--- src/hdl/icap_pkg.sv ---
// package for the input capture channel: register map, field positions,
// reset values, mode codes and the structs carried by the top-level ports.
// assumes a 50 MHz single clock and a 32-bit Avalon-MM register master.

package icap_pkg;

    // register byte offsets
    localparam logic [3:0] ICAP_OFS_CTRL1 = 4'h0;
    localparam logic [3:0] ICAP_OFS_CTRL2 = 4'h4;
    localparam logic [3:0] ICAP_OFS_DATA = 4'h8;
    localparam logic [3:0] ICAP_OFS_COUNT = 4'hC;

    // field positions, control one
    localparam int ICAP_B_SIDL = 13;
    localparam int ICAP_B_TSEL = 10;
    localparam int ICAP_B_CPI = 5;
    localparam int ICAP_B_OVF = 4;
    localparam int ICAP_B_BNE = 3;
    localparam int ICAP_B_MODE = 0;
    // field positions, control two
    localparam int ICAP_B_CASC = 8;
    localparam int ICAP_B_TRIG = 7;
    localparam int ICAP_B_TSTAT = 6;
    localparam int ICAP_B_SSEL = 0;

    // values after reset
    localparam logic [2:0] ICAP_TSEL_RST = 3'h0;
    localparam logic [4:0] ICAP_SSEL_RST = 5'h0D;
    localparam logic [2:0] ICAP_MODE_RST = 3'h0;
    localparam logic [1:0] ICAP_CPI_RST = 2'h0;

    // capture mode codes
    localparam logic [2:0] ICAP_M_OFF = 3'h0;
    localparam logic [2:0] ICAP_M_EDGE = 3'h1;
    localparam logic [2:0] ICAP_M_FALL = 3'h2;
    localparam logic [2:0] ICAP_M_RISE = 3'h3;
    localparam logic [2:0] ICAP_M_PRE4 = 3'h4;
    localparam logic [2:0] ICAP_M_PRE16 = 3'h5;
    localparam logic [2:0] ICAP_M_UNUSED = 3'h6;
    localparam logic [2:0] ICAP_M_WAKE = 3'h7;

    // prescaler terminal counts
    localparam logic [3:0] ICAP_PRE4_LAST = 4'h3;
    localparam logic [3:0] ICAP_PRE16_LAST = 4'hF;

    // fifo depth
    localparam logic [2:0] ICAP_DEPTH = 3'h4;

    // counter clock select codes
    localparam logic [2:0] ICAP_TS_T3 = 3'h0;
    localparam logic [2:0] ICAP_TS_T2 = 3'h1;
    localparam logic [2:0] ICAP_TS_T4 = 3'h2;
    localparam logic [2:0] ICAP_TS_T5 = 3'h3;
    localparam logic [2:0] ICAP_TS_T1 = 3'h4;
    localparam logic [2:0] ICAP_TS_FP = 3'h7;

    // source select codes that name no source
    localparam logic [4:0] ICAP_SS_NONE_LO = 5'h00;
    localparam logic [4:0] ICAP_SS_NONE_MID = 5'h0A;
    localparam logic [4:0] ICAP_SS_RSVD = 5'h1C;
    localparam logic [4:0] ICAP_SS_NONE_HI = 5'h1D;

    // avalon-mm request from the master
    typedef struct packed {
        logic read;
        logic write;
        logic [3:0] address;
        logic [31:0] writedata;
        logic [3:0] byteenable;
    } icap_avs_req_t;

    // avalon-mm answer to the master
    typedef struct packed {
        logic [31:0] readdata;
        logic waitrequest;
    } icap_avs_rsp_t;

    // pin and neighbour inputs
    typedef struct packed {
        logic capture_pin;
        logic cpu_idle;
        logic cpu_sleep;
        logic [4:0] tmr_tick;
        logic casc_carry;
        logic casc_upper;
    } icap_evt_t;

    // event outputs, all one-cycle pulses
    typedef struct packed {
        logic irq;
        logic dma_req;
        logic cap_pulse;
        logic wake_irq;
        logic wrap;
    } icap_out_t;

    // whole channel state
    typedef struct packed {
        logic stop_when_idle;
        logic [2:0] counter_clock_select;
        logic [1:0] captures_per_irq;
        logic [2:0] capture_mode_select;
        logic cascade_enable;
        logic trigger_not_sync_select;
        logic trigger_running_status;
        logic [4:0] sync_source_select;
        logic buffer_overflow_flag;
        logic [15:0] channel_counter;
        logic pin_q;
        logic [3:0] pre;
        logic [1:0] evt;
        logic [3:0][15:0] fifo;
        logic [1:0] rd_ptr;
        logic [1:0] wr_ptr;
        logic [2:0] level;
        icap_avs_rsp_t rsp;
        icap_out_t out;
    } icap_state_t;

endpackage

--- src/hdl/icap_channel.sv ---
// one input capture channel with its avalon-mm register slave.
// assumes all inputs synchronous to clk_i; timer ticks are one-cycle enables.
//
// The implementer's own choices: register access over Avalon-MM and the placing of the registers.
`timescale 1ns/10ps

module icap_channel (
    // clock and reset
    input wire logic clk_i,
    input wire logic nrst_i,
    // register bus
    input wire icap_pkg::icap_avs_req_t avs_i,
    output icap_pkg::icap_avs_rsp_t avs_o,
    // pin, timer ticks, cpu power state, cascade partner
    input wire icap_pkg::icap_evt_t ev_i,
    // trigger or sync events, indexed by source code
    input wire logic [31:0] sync_evt_i,
    // interrupt, dma and neighbour pulses
    output icap_pkg::icap_out_t out_o
);
    import icap_pkg::*;

    // -----------------------------------------------------------------
    // decoding helpers
    // -----------------------------------------------------------------

    // byte-lane merge of a 16-bit register
    function automatic logic [15:0] merge16(input logic [15:0] old_v,
                                            input logic [31:0] wd,
                                            input logic [3:0] be);
        merge16 = old_v;
        if (be[0])
        begin
            merge16[7:0] = wd[7:0];
        end
        if (be[1])
        begin
            merge16[15:8] = wd[15:8];
        end
    endfunction

    // channel is in a capturing mode
    function automatic logic mode_active(input logic [2:0] m);
        mode_active = (m != ICAP_M_OFF) && (m != ICAP_M_UNUSED) &&
                      (m != ICAP_M_WAKE);
    endfunction

    // source code names a real source
    function automatic logic src_valid(input logic [4:0] c);
        src_valid = (c != ICAP_SS_NONE_LO) && (c != ICAP_SS_NONE_MID) &&
                    (c != ICAP_SS_RSVD) && (c < ICAP_SS_NONE_HI);
    endfunction

    // -----------------------------------------------------------------
    // state and decoded events
    // -----------------------------------------------------------------

    icap_state_t q_r;
    icap_state_t s_nxt;
    logic active;
    logic run;
    logic rise;
    logic fall;
    logic tick;
    logic sev;
    logic hold;
    logic cap;
    logic acc;
    logic pop;
    logic [15:0] ctrl1_v;
    logic [15:0] ctrl2_v;
    logic [2:0] lvl_pop;

    assign active = mode_active(q_r.capture_mode_select);
    // idle halt freezes both counting and capturing
    assign run = active && !(q_r.stop_when_idle && ev_i.cpu_idle);
    assign rise = ev_i.capture_pin && !q_r.pin_q;
    assign fall = !ev_i.capture_pin && q_r.pin_q;
    assign sev = src_valid(q_r.sync_source_select) &&
                 sync_evt_i[q_r.sync_source_select];
    assign hold = q_r.trigger_not_sync_select &&
                  !q_r.trigger_running_status;
    assign acc = (avs_i.read || avs_i.write) && q_r.rsp.waitrequest;
    assign pop = acc && avs_i.read && (avs_i.address == ICAP_OFS_DATA) &&
                 (q_r.level != 3'h0);
    assign lvl_pop = pop ? q_r.level - 3'h1 : q_r.level;

    // counter clock: upper half of a cascade counts the partner's wrap
    always_comb
    begin
        if (q_r.cascade_enable && ev_i.casc_upper)
        begin
            tick = ev_i.casc_carry;
        end
        else
        begin
            unique case (q_r.counter_clock_select)
                ICAP_TS_T3: tick = ev_i.tmr_tick[2];
                ICAP_TS_T2: tick = ev_i.tmr_tick[1];
                ICAP_TS_T4: tick = ev_i.tmr_tick[3];
                ICAP_TS_T5: tick = ev_i.tmr_tick[4];
                ICAP_TS_T1: tick = ev_i.tmr_tick[0];
                ICAP_TS_FP: tick = 1'b1;
                default: tick = 1'b0; // reserved codes stop the counter
            endcase
        end
    end

    // qualifying capture edge for the current mode
    always_comb
    begin
        cap = 1'b0;
        if (run)
        begin
            unique case (q_r.capture_mode_select)
                ICAP_M_EDGE: cap = rise || fall;
                ICAP_M_FALL: cap = fall;
                ICAP_M_RISE: cap = rise;
                ICAP_M_PRE4: cap = rise && (q_r.pre == ICAP_PRE4_LAST);
                ICAP_M_PRE16: cap = rise && (q_r.pre == ICAP_PRE16_LAST);
                default: cap = 1'b0; // off, unused and wake modes
            endcase
        end
    end

    // readable images of the two control registers
    always_comb
    begin
        ctrl1_v = 16'h0000;
        ctrl1_v[ICAP_B_SIDL] = q_r.stop_when_idle;
        ctrl1_v[ICAP_B_TSEL +: 3] = q_r.counter_clock_select;
        ctrl1_v[ICAP_B_CPI +: 2] = q_r.captures_per_irq;
        ctrl1_v[ICAP_B_OVF] = q_r.buffer_overflow_flag;
        ctrl1_v[ICAP_B_BNE] = (q_r.level != 3'h0);
        ctrl1_v[ICAP_B_MODE +: 3] = q_r.capture_mode_select;
        ctrl2_v = 16'h0000;
        ctrl2_v[ICAP_B_CASC] = q_r.cascade_enable;
        ctrl2_v[ICAP_B_TRIG] = q_r.trigger_not_sync_select;
        ctrl2_v[ICAP_B_TSTAT] = q_r.trigger_running_status;
        ctrl2_v[ICAP_B_SSEL +: 5] = q_r.sync_source_select;
    end

    // -----------------------------------------------------------------
    // next state
    // -----------------------------------------------------------------

    // bus access first, hardware events after, so a hardware set wins
    always_comb
    begin
        logic [15:0] w1;
        logic [15:0] w2;
        w1 = merge16(ctrl1_v, avs_i.writedata, avs_i.byteenable);
        w2 = merge16(ctrl2_v, avs_i.writedata, avs_i.byteenable);
        s_nxt = q_r;
        s_nxt.out = '0;
        s_nxt.rsp.waitrequest = 1'b1;
        s_nxt.pin_q = ev_i.capture_pin;

        // one wait cycle, then a single answer cycle
        if (acc)
        begin
            s_nxt.rsp.waitrequest = 1'b0;
            s_nxt.rsp.readdata = 32'h0000_0000;
            if (avs_i.read)
            begin
                unique case (avs_i.address)
                    ICAP_OFS_CTRL1: s_nxt.rsp.readdata[15:0] = ctrl1_v;
                    ICAP_OFS_CTRL2: s_nxt.rsp.readdata[15:0] = ctrl2_v;
                    ICAP_OFS_DATA: s_nxt.rsp.readdata[15:0] =
                        pop ? q_r.fifo[q_r.rd_ptr] : 16'h0000;
                    ICAP_OFS_COUNT: s_nxt.rsp.readdata[15:0] =
                        q_r.channel_counter;
                    default: s_nxt.rsp.readdata = 32'h0000_0000;
                endcase
            end
        end

        // a write lands only at the edge that completes it, waitrequest low
        if (avs_i.write && !q_r.rsp.waitrequest)
        begin
            if (avs_i.address == ICAP_OFS_CTRL1)
            begin
                // overflow and not-empty are read-only
                s_nxt.stop_when_idle = w1[ICAP_B_SIDL];
                s_nxt.counter_clock_select = w1[ICAP_B_TSEL +: 3];
                s_nxt.captures_per_irq = w1[ICAP_B_CPI +: 2];
                s_nxt.capture_mode_select = w1[ICAP_B_MODE +: 3];
            end
            else if (avs_i.address == ICAP_OFS_CTRL2)
            begin
                s_nxt.cascade_enable = w2[ICAP_B_CASC];
                s_nxt.trigger_not_sync_select = w2[ICAP_B_TRIG];
                s_nxt.trigger_running_status = w2[ICAP_B_TSTAT];
                s_nxt.sync_source_select = w2[ICAP_B_SSEL +: 5];
            end
        end

        // pop the oldest entry; draining the fifo clears the overflow
        if (pop)
        begin
            s_nxt.rd_ptr = q_r.rd_ptr + 2'h1;
            if (lvl_pop == 3'h0)
            begin
                s_nxt.buffer_overflow_flag = 1'b0;
            end
        end
        s_nxt.level = lvl_pop;

        // trigger source sets the status, winning over a software clear
        if (q_r.trigger_not_sync_select && sev)
        begin
            s_nxt.trigger_running_status = 1'b1;
        end

        // counter: held clear until triggered, reset by a sync event
        if (!active || hold)
        begin
            s_nxt.channel_counter = 16'h0000;
        end
        else if (run && !q_r.trigger_not_sync_select && sev)
        begin
            s_nxt.channel_counter = 16'h0000;
        end
        else if (run && tick)
        begin
            s_nxt.channel_counter = q_r.channel_counter + 16'h0001;
            s_nxt.out.wrap = (q_r.channel_counter == 16'hFFFF);
        end

        // prescaler counts rising edges in the divided modes
        if (run && rise && (q_r.capture_mode_select == ICAP_M_PRE4))
        begin
            s_nxt.pre = (q_r.pre == ICAP_PRE4_LAST) ? 4'h0 : q_r.pre + 4'h1;
        end
        else if (run && rise && (q_r.capture_mode_select == ICAP_M_PRE16))
        begin
            s_nxt.pre = q_r.pre + 4'h1; // wraps after sixteen edges
        end

        // capture: push if room, otherwise flag overflow and keep entries
        if (cap)
        begin
            s_nxt.out.cap_pulse = 1'b1;
            s_nxt.out.dma_req = 1'b1;
            if (lvl_pop < ICAP_DEPTH)
            begin
                s_nxt.fifo[q_r.wr_ptr] = q_r.channel_counter;
                s_nxt.wr_ptr = q_r.wr_ptr + 2'h1;
                s_nxt.level = lvl_pop + 3'h1;
            end
            else
            begin
                s_nxt.buffer_overflow_flag = 1'b1;
            end
            // every-edge mode ignores the per-interrupt count
            if (q_r.capture_mode_select == ICAP_M_EDGE)
            begin
                s_nxt.out.irq = 1'b1;
            end
            else if (q_r.evt == q_r.captures_per_irq)
            begin
                s_nxt.out.irq = 1'b1;
                s_nxt.evt = 2'h0;
            end
            else
            begin
                s_nxt.evt = q_r.evt + 2'h1;
            end
        end

        // wake mode: only a rising edge while the cpu sleeps or idles
        if ((q_r.capture_mode_select == ICAP_M_WAKE) && rise &&
            (ev_i.cpu_idle || ev_i.cpu_sleep))
        begin
            s_nxt.out.irq = 1'b1;
            s_nxt.out.wake_irq = 1'b1;
        end

        // switched off: flush the fifo and its flags
        if (!active)
        begin
            s_nxt.level = 3'h0;
            s_nxt.rd_ptr = 2'h0;
            s_nxt.wr_ptr = 2'h0;
            s_nxt.buffer_overflow_flag = 1'b0;
            s_nxt.pre = 4'h0;
            s_nxt.evt = 2'h0;
        end
    end

    // state register; reset clears every field but waitrequest (set) and the source select (ICAP_SSEL_RST), fifo words included
    always_ff @(posedge clk_i)
    begin
        if (!nrst_i)
        begin
            q_r <= '0;
            q_r.rsp.waitrequest <= 1'b1;
            q_r.counter_clock_select <= ICAP_TSEL_RST;
            q_r.sync_source_select <= ICAP_SSEL_RST;
            q_r.capture_mode_select <= ICAP_MODE_RST;
            q_r.captures_per_irq <= ICAP_CPI_RST;
        end
        else
        begin
            q_r <= s_nxt;
        end
    end

    // outputs straight from the state flops
    assign avs_o = q_r.rsp;
    assign out_o = q_r.out;
endmodule

--- config.mk ---
export PLATFORM = sky130hd
export DESIGN_NAME = icap_channel
export DESIGN_NICKNAME = d
export VERILOG_FILES = /design/src/hdl/icap_pkg.sv /design/src/hdl/icap_channel.sv
export SDC_FILE = /design/constraint.sdc
export NUM_CORES = 1
export LEC_CHECK = 0
export BUFFER_PORTS_ARGS = -buffer_cell sky130_fd_sc_hd__buf_2
export CAP_MARGIN = 5
export CORE_MARGIN = 2
export CORE_UTILIZATION = 45
export CTS_BUF_LIST = sky130_fd_sc_hd__clkbuf_2
export CTS_CLUSTER_SIZE = 25
export DETAILED_ROUTE_END_ITERATION = 7
export GPL_TIMING_DRIVEN = 0
export PLACE_DENSITY = 0.65
export SLEW_MARGIN = 10
export SYNTH_ARGS = -nofsm -noshare
export SYNTH_HDL_FRONTEND = slang
export SYNTH_SLANG_ARGS = --single-unit
--- constraint.sdc ---
create_clock -name clk_i -period 4.4 [get_ports clk_i]
set_input_delay 0.44 -clock clk_i [delete_from_list [all_inputs] [get_ports clk_i]]
set_output_delay 0.44 -clock clk_i [all_outputs]
set_load 0.005 [all_outputs]
Word level (Yosys, flattened, before mapping)
Cells that the tools add are included.
W data, S select, Z words.
{ "word_totals": {"reg_bits": 134, "in_bits": 86, "out_inout_bits": 38, "elab_cells": 163} }
{ "classes": {"addsub": 7, "n_lt_le_gt_ge": 6, "n_eq_ne": 23, "mux": 36, "bitwise": 4, "reduce_logical": 60} }
{ "ops": {"columns": ["op", "count"], "rows": [
  ["$bwmux W64", 1],
  ["$mux W16", 4],
  ["$pmux W16 S4", 1],
  ["$bmux W16 S2", 1],
  ["$demux W16 S2", 1],
  ["$logic_and A1 B1 Y1", 29],
  ["$mux W6", 3],
  ["$add A16 B1 Y16 const B", 1],
  ["$eq A16 B16 Y1 const B", 1],
  ["$eq A3 B3 Y1 const B", 5],
  ["$mux W1", 13],
  ["$eq A3 B2 Y1 const B", 4],
  ["$eq A4 B4 Y1 const B", 3],
  ["$mux W3", 4],
  ["$mux W4", 3],
  ["$reduce_and A4 Y1", 3],
  ["$reduce_bool A2 Y1", 4],
  ["$logic_not A1 Y1", 7],
  ["$mux W7", 1],
  ["$add A2 B1 Y2 const B", 3],
  ["$eq A3 B1 Y1 const B", 2],
  ["$logic_not A3 Y1", 2],
  ["$lt A2 B3 Y1 const B", 2],
  ["$lt A5 B6 Y1 const B", 1],
  ["other kinds (26)", 37]
]} }

Depth between registers and ports, before layout
{ "depth": {"depth_word": 11, "depth_mapped": 13, "ltp_nobuf": 12} }

Least setup slack after synthesis
No wires, ideal clock.
{ "synth_path": {"path_type": "input-to-reg", "from": "input avs_i[37] (netlist bit)", "to": "register q_r (netlist bit ctrl1_v[4])", "setup_time_ps": 86, "arrival_time_ps": 2421, "required_time_ps": 4314, "path_slack_ps": 1893, "cell_stages": 12, "cell_sequence": "or2_1 buf_2 nor4_4 clkbuf_1 nor2_1 a21oi_1 inv_1 ha_1 nand2b_1 nand3_1 nand2_1 a211oi_1"} }
{ "synth_between": {"elab_chain_len": 9, "word_cells_on_any_way": 10} }
{ "synth_rtl": {"columns": ["element", "line", "text"], "rows": [
  ["start, declared", "icap_channel.sv:12", "input wire icap_pkg::icap_avs_req_t avs_i,"],
  ["$eq A4 B4 Y1 *", "icap_channel.sv:84", "assign pop = acc && avs_i.read && (avs_i.address == ICAP_OFS_DATA) &&"],
  ["$logic_and A1 B1 Y1 * (2 in series)", "icap_channel.sv:84", null],
  ["$mux W3", "icap_channel.sv:86", "assign lvl_pop = pop ? q_r.level - 3'h1 : q_r.level;"],
  ["$logic_not A3 Y1", "icap_channel.sv:202", "if (lvl_pop == 3'h0)"],
  ["$mux W1", "icap_channel.sv:202", null],
  ["$mux W1", "icap_channel.sv:199", "if (pop)"],
  ["$mux W1", "icap_channel.sv:245", "if (lvl_pop < ICAP_DEPTH)"],
  ["$mux W1 *", "icap_channel.sv:241", "if (cap)"],
  ["end signal, assigned", "icap_channel.sv:305", "q_r <= s_nxt;"],
  ["end, declared", "icap_channel.sv:58", "icap_state_t q_r;"]
]} }
Every way passes the cells marked *; elsewhere a longest branch is shown, timed or not.
A chain may end at the register's enable or synchronous reset.

Worst setup path after layout
{ "layout_path": {"from": "register q_r[38] (netlist bit)", "to": "register q_r (netlist bit ctrl1_v[4])"} }
{ "layout_between": {"elab_chain_len": 8, "word_cells_on_any_way": 10} }
{ "layout_rtl": {"columns": ["element", "line"], "rows": [
  ["parallel branches: the longest is 7 deep, another holds $sub A3 B1 Y3", null],
  ["$mux W1 *", "icap_channel.sv:241"]
]} }
Every way passes the cells marked *.

==> flow_summary.ini <==
[critical_path]
path_buf_inv = 3
start_kind = register
arrival_ps = 3550
crit_chain = inv_1 -> ha_1 -> nor2b_1 -> nor4_4 -> clkbuf_1 -> nor2_1 -> a21oi_1 -> inv_1 -> ha_1 -> nand2b_1 -> nand3_1 -> nand2_1 -> a211oi_1
cpMaxStageDelayCell = clkbuf_1
r2r_setup_slack_ps = 1480
cpPeakStageDelay_ps = 530
crit_family = simple AND/OR/NAND/NOR gates
end_kind = register
required_ps = 5030
path_max_fanout = 10
path_class = register to register

[yosys]
synth.top_cell.area_share = 0.384
synth_top_flop_cell = dfxtp_1
synth_cell_types = 59
syn_area_um2 = 6930
async_flop_share = 0
yosysTopAreaCell = dfxtp_1
synth_edf_count = 0
ys_ff_latch = 133
ys_seq_area_frac = 0.384
ys_top_cells_by_area = dfxtp_1, mux2i_1, mux4_2
yosysWarnings = 0
synth.avg_cell_area_um2 = 9.52
syn_inst = 728

[cells_and_area]
final_layout_size_suffix_gt1_frac = 0.239
final_net_count = 960
layoutNonFillerInstCount = 1063
final_core_util = 0.532
area_growth_pct = 16.2

[pwr]
power_frac_clock = 0.358
pwr-share-seq = 0.581
swShare = 0.264
ir_drop_mv = 0.121
power.leakage_nw = 2.98
combPwrFrac = 0.061
p_int_mw = 1.53
p_per_area_nw_per_um2 = 259
power_switching_mw = 0.551

[global_routing]
antenna_found_initial = 1
grt_max_degree = 17
grt_pass1_vias = 5339
grt_first_pass_wirelength_um = 27300
overflow = 0
grt_use_total = 0.214

[clocking]
path_clk_slew_ps = 200
htree_levels = 4
hold_buffers = 18
root_buffer = clkbuf_2
clock_latency_ps = 720
cts_sinks = 133
cts_buffers = 17
clock_path_buffers = 2
post_cts_resized = 0
post-cts-setup-buffers = 0
cts_tree = yes

[floorplan]
core-area_um2 = 15100
num_rows = 45
die_w_um = 128
io-pin-count = 124
die_h_um = 128
dieArea_um2 = 16400
initial_core_util = 0.458

[sta]
min_period_ps = 2920
slew_violations = 0
setup_slack_ps = 1480
finalHoldViolCount = 0
skew_ps = 42.1
slew_headroom = 0.459
setup_viol = 0
min_period_over_period = 0.663
rsz0062_at_grt = no
fmax_mhz = 343
setup_tns_ps = 0
tightest_slew_ps = 804

[job]
drv_cap = 0

[route]
routed_wl_um = 16900
wl_per_cell_um = 15.9
vias = 5519
dr.pass1.iters = 5
drtAntennaViolNets = 0
routed_via_density = 5.19
first_iter_violations = 448
post-route-drc-count = 0

[placement]
io_buffers = 82
gp_congestion = 0.816
dpl.hpwl_um = 12500
post-place-ws_ps = 1270
dp.cells = 1013

[run_status]
status = complete, no violations

[min_path]
min_path_type = input pin to register
-- logic make-up (layout without fill, tap and decap cells) --
logic type,count (synthesis),after routing,synth area share
AND/OR/NAND/NOR,261,261,0.182
flip-flops,133,133,0.384
multiplexers,121,121,0.212
buffers and inverters,100,231,0.0944
AO/OA/AOI/OAI,79,79,0.0787
XOR/XNOR,21,21,0.0265
adder cells (fa/ha/maj),12,12,0.0217
other,1,17,0.000541
-- worst min-delay path, delay by kind of cell --
family	cells	cell delay [ps]
compound gates	1	140
xor+xnor	1	140
buf+inv	1	110
simple gates	1	30
-- path summary, 6_finish.rpt --
check | from | end | cells after the start
worst max-delay path | q_r[38] | ctrl1_v[4] | 13
worst min-delay path | ev_i[8] | q_r[111] | 4
worst max register to register | q_r[38] | ctrl1_v[4] | 13
worst min register to register | q_r[79] | q_r[79] | 2
-- routing by layer --
layer / track usage / part of all wire / vias up
met5: 0 / 0 / -
met1: 0.285 / 0.48 / 2574
met3: 0.0472 / 0.051 / 29
li1: - / - / 2743
met2: 0.341 / 0.45 / 173
met4: 0.0814 / 0.022 / 0
-- synth_stat cells, types with 2 or more instances --
library cell and number:
dfxtp_1 133, nand2_1 120, mux2i_1 97, buf_4 40
nor2_1 33, nor2b_1 24, clkbuf_1 23, o21ai_0 23
mux4_2 20, a22oi_1 18, nand3_1 18, inv_1 16
and2_1 13, xor2_1 13, and3_1 12, ha_1 12
a21oi_1 11, buf_2 9, nand4_1 8, xnor2_1 8
buf_6 7, nor3_1 6, or3_1 6, a222oi_1 5
nand2b_1 5, buf_12 4, mux2_2 4, a211oi_1 3
a21o_1 2, a31oi_1 2, and2_4 2, nand3b_1 2
o211ai_1 2, o21ai_1 2
-- sequential cells by signal (all words and copies together), names as in the netlist --
register and flops:
ctrl2_v 8, q_r 94, avs_o 17, ctrl1_v 10
out_o 4
-- per-stage QoR --
stage,instance area [um^2],power (mW),hold WS [ps]
floorplan,6990,1.30,432
global placement,7630,1.35,439
detailed placement,7630,1.35,443
CTS,8050,2.11,117
global route,8060,2.18,117
finish,8060,2.08,172
-- power by group through the flow --
stage	combinational [mW]	sequential (mW)	clock (mW)
after global placement	0.113	1.23	0
after CTS	0.127	1.21	0.768
after global routing	0.139	1.21	0.825
final	0.128	1.21	0.746
after detailed placement	0.114	1.23	0
after floorplan	0.0622	1.23	0
-- layout by cell type, fill, tap and decap left out, types with 3 or more instances in the layout --
| master | count |
|---|---|
| nand3_1 | 18 |
| mux4_2 | 20 |
| mux2i_1 | 97 |
| and3_1 | 12 |
| xnor2_1 | 8 |
| nand4_1 | 8 |
| xor2_1 | 13 |
| nor2_1 | 33 |
| ha_1 | 12 |
| buf_4 | 40 |
| clkbuf_2 | 17 |
| and2_1 | 13 |
| nor3_1 | 6 |
| a211oi_1 | 3 |
| inv_1 | 16 |
| buf_12 | 4 |
| conb_1 | 16 |
| dfxtp_1 | 133 |
| nand2b_1 | 5 |
| a21oi_1 | 11 |
| a22oi_1 | 18 |
| buf_2 | 91 |
| nand2_1 | 120 |
| inv_6 | 3 |
| a222oi_1 | 5 |
| buf_6 | 7 |
| clkbuf_1 | 23 |
| mux2_2 | 4 |
| dlygate4sd3_1 | 18 |
| clkinvlp_4 | 4 |
| o21ai_0 | 23 |
| or3_1 | 6 |
| nor2b_1 | 24 |
-- final cells by class --
type,count,area (um^2)
flip-flops and latches,133,2660
diodes,1,2.50
plain buffers,84,594
multi-input cells,510,3670
repair buffers,100,591
fillers,1395,7090
clock buffers,17,85.1
clock inverters,14,154
well taps,188,235
inverters,16,60.1
(Power assumes the default switching activity.)
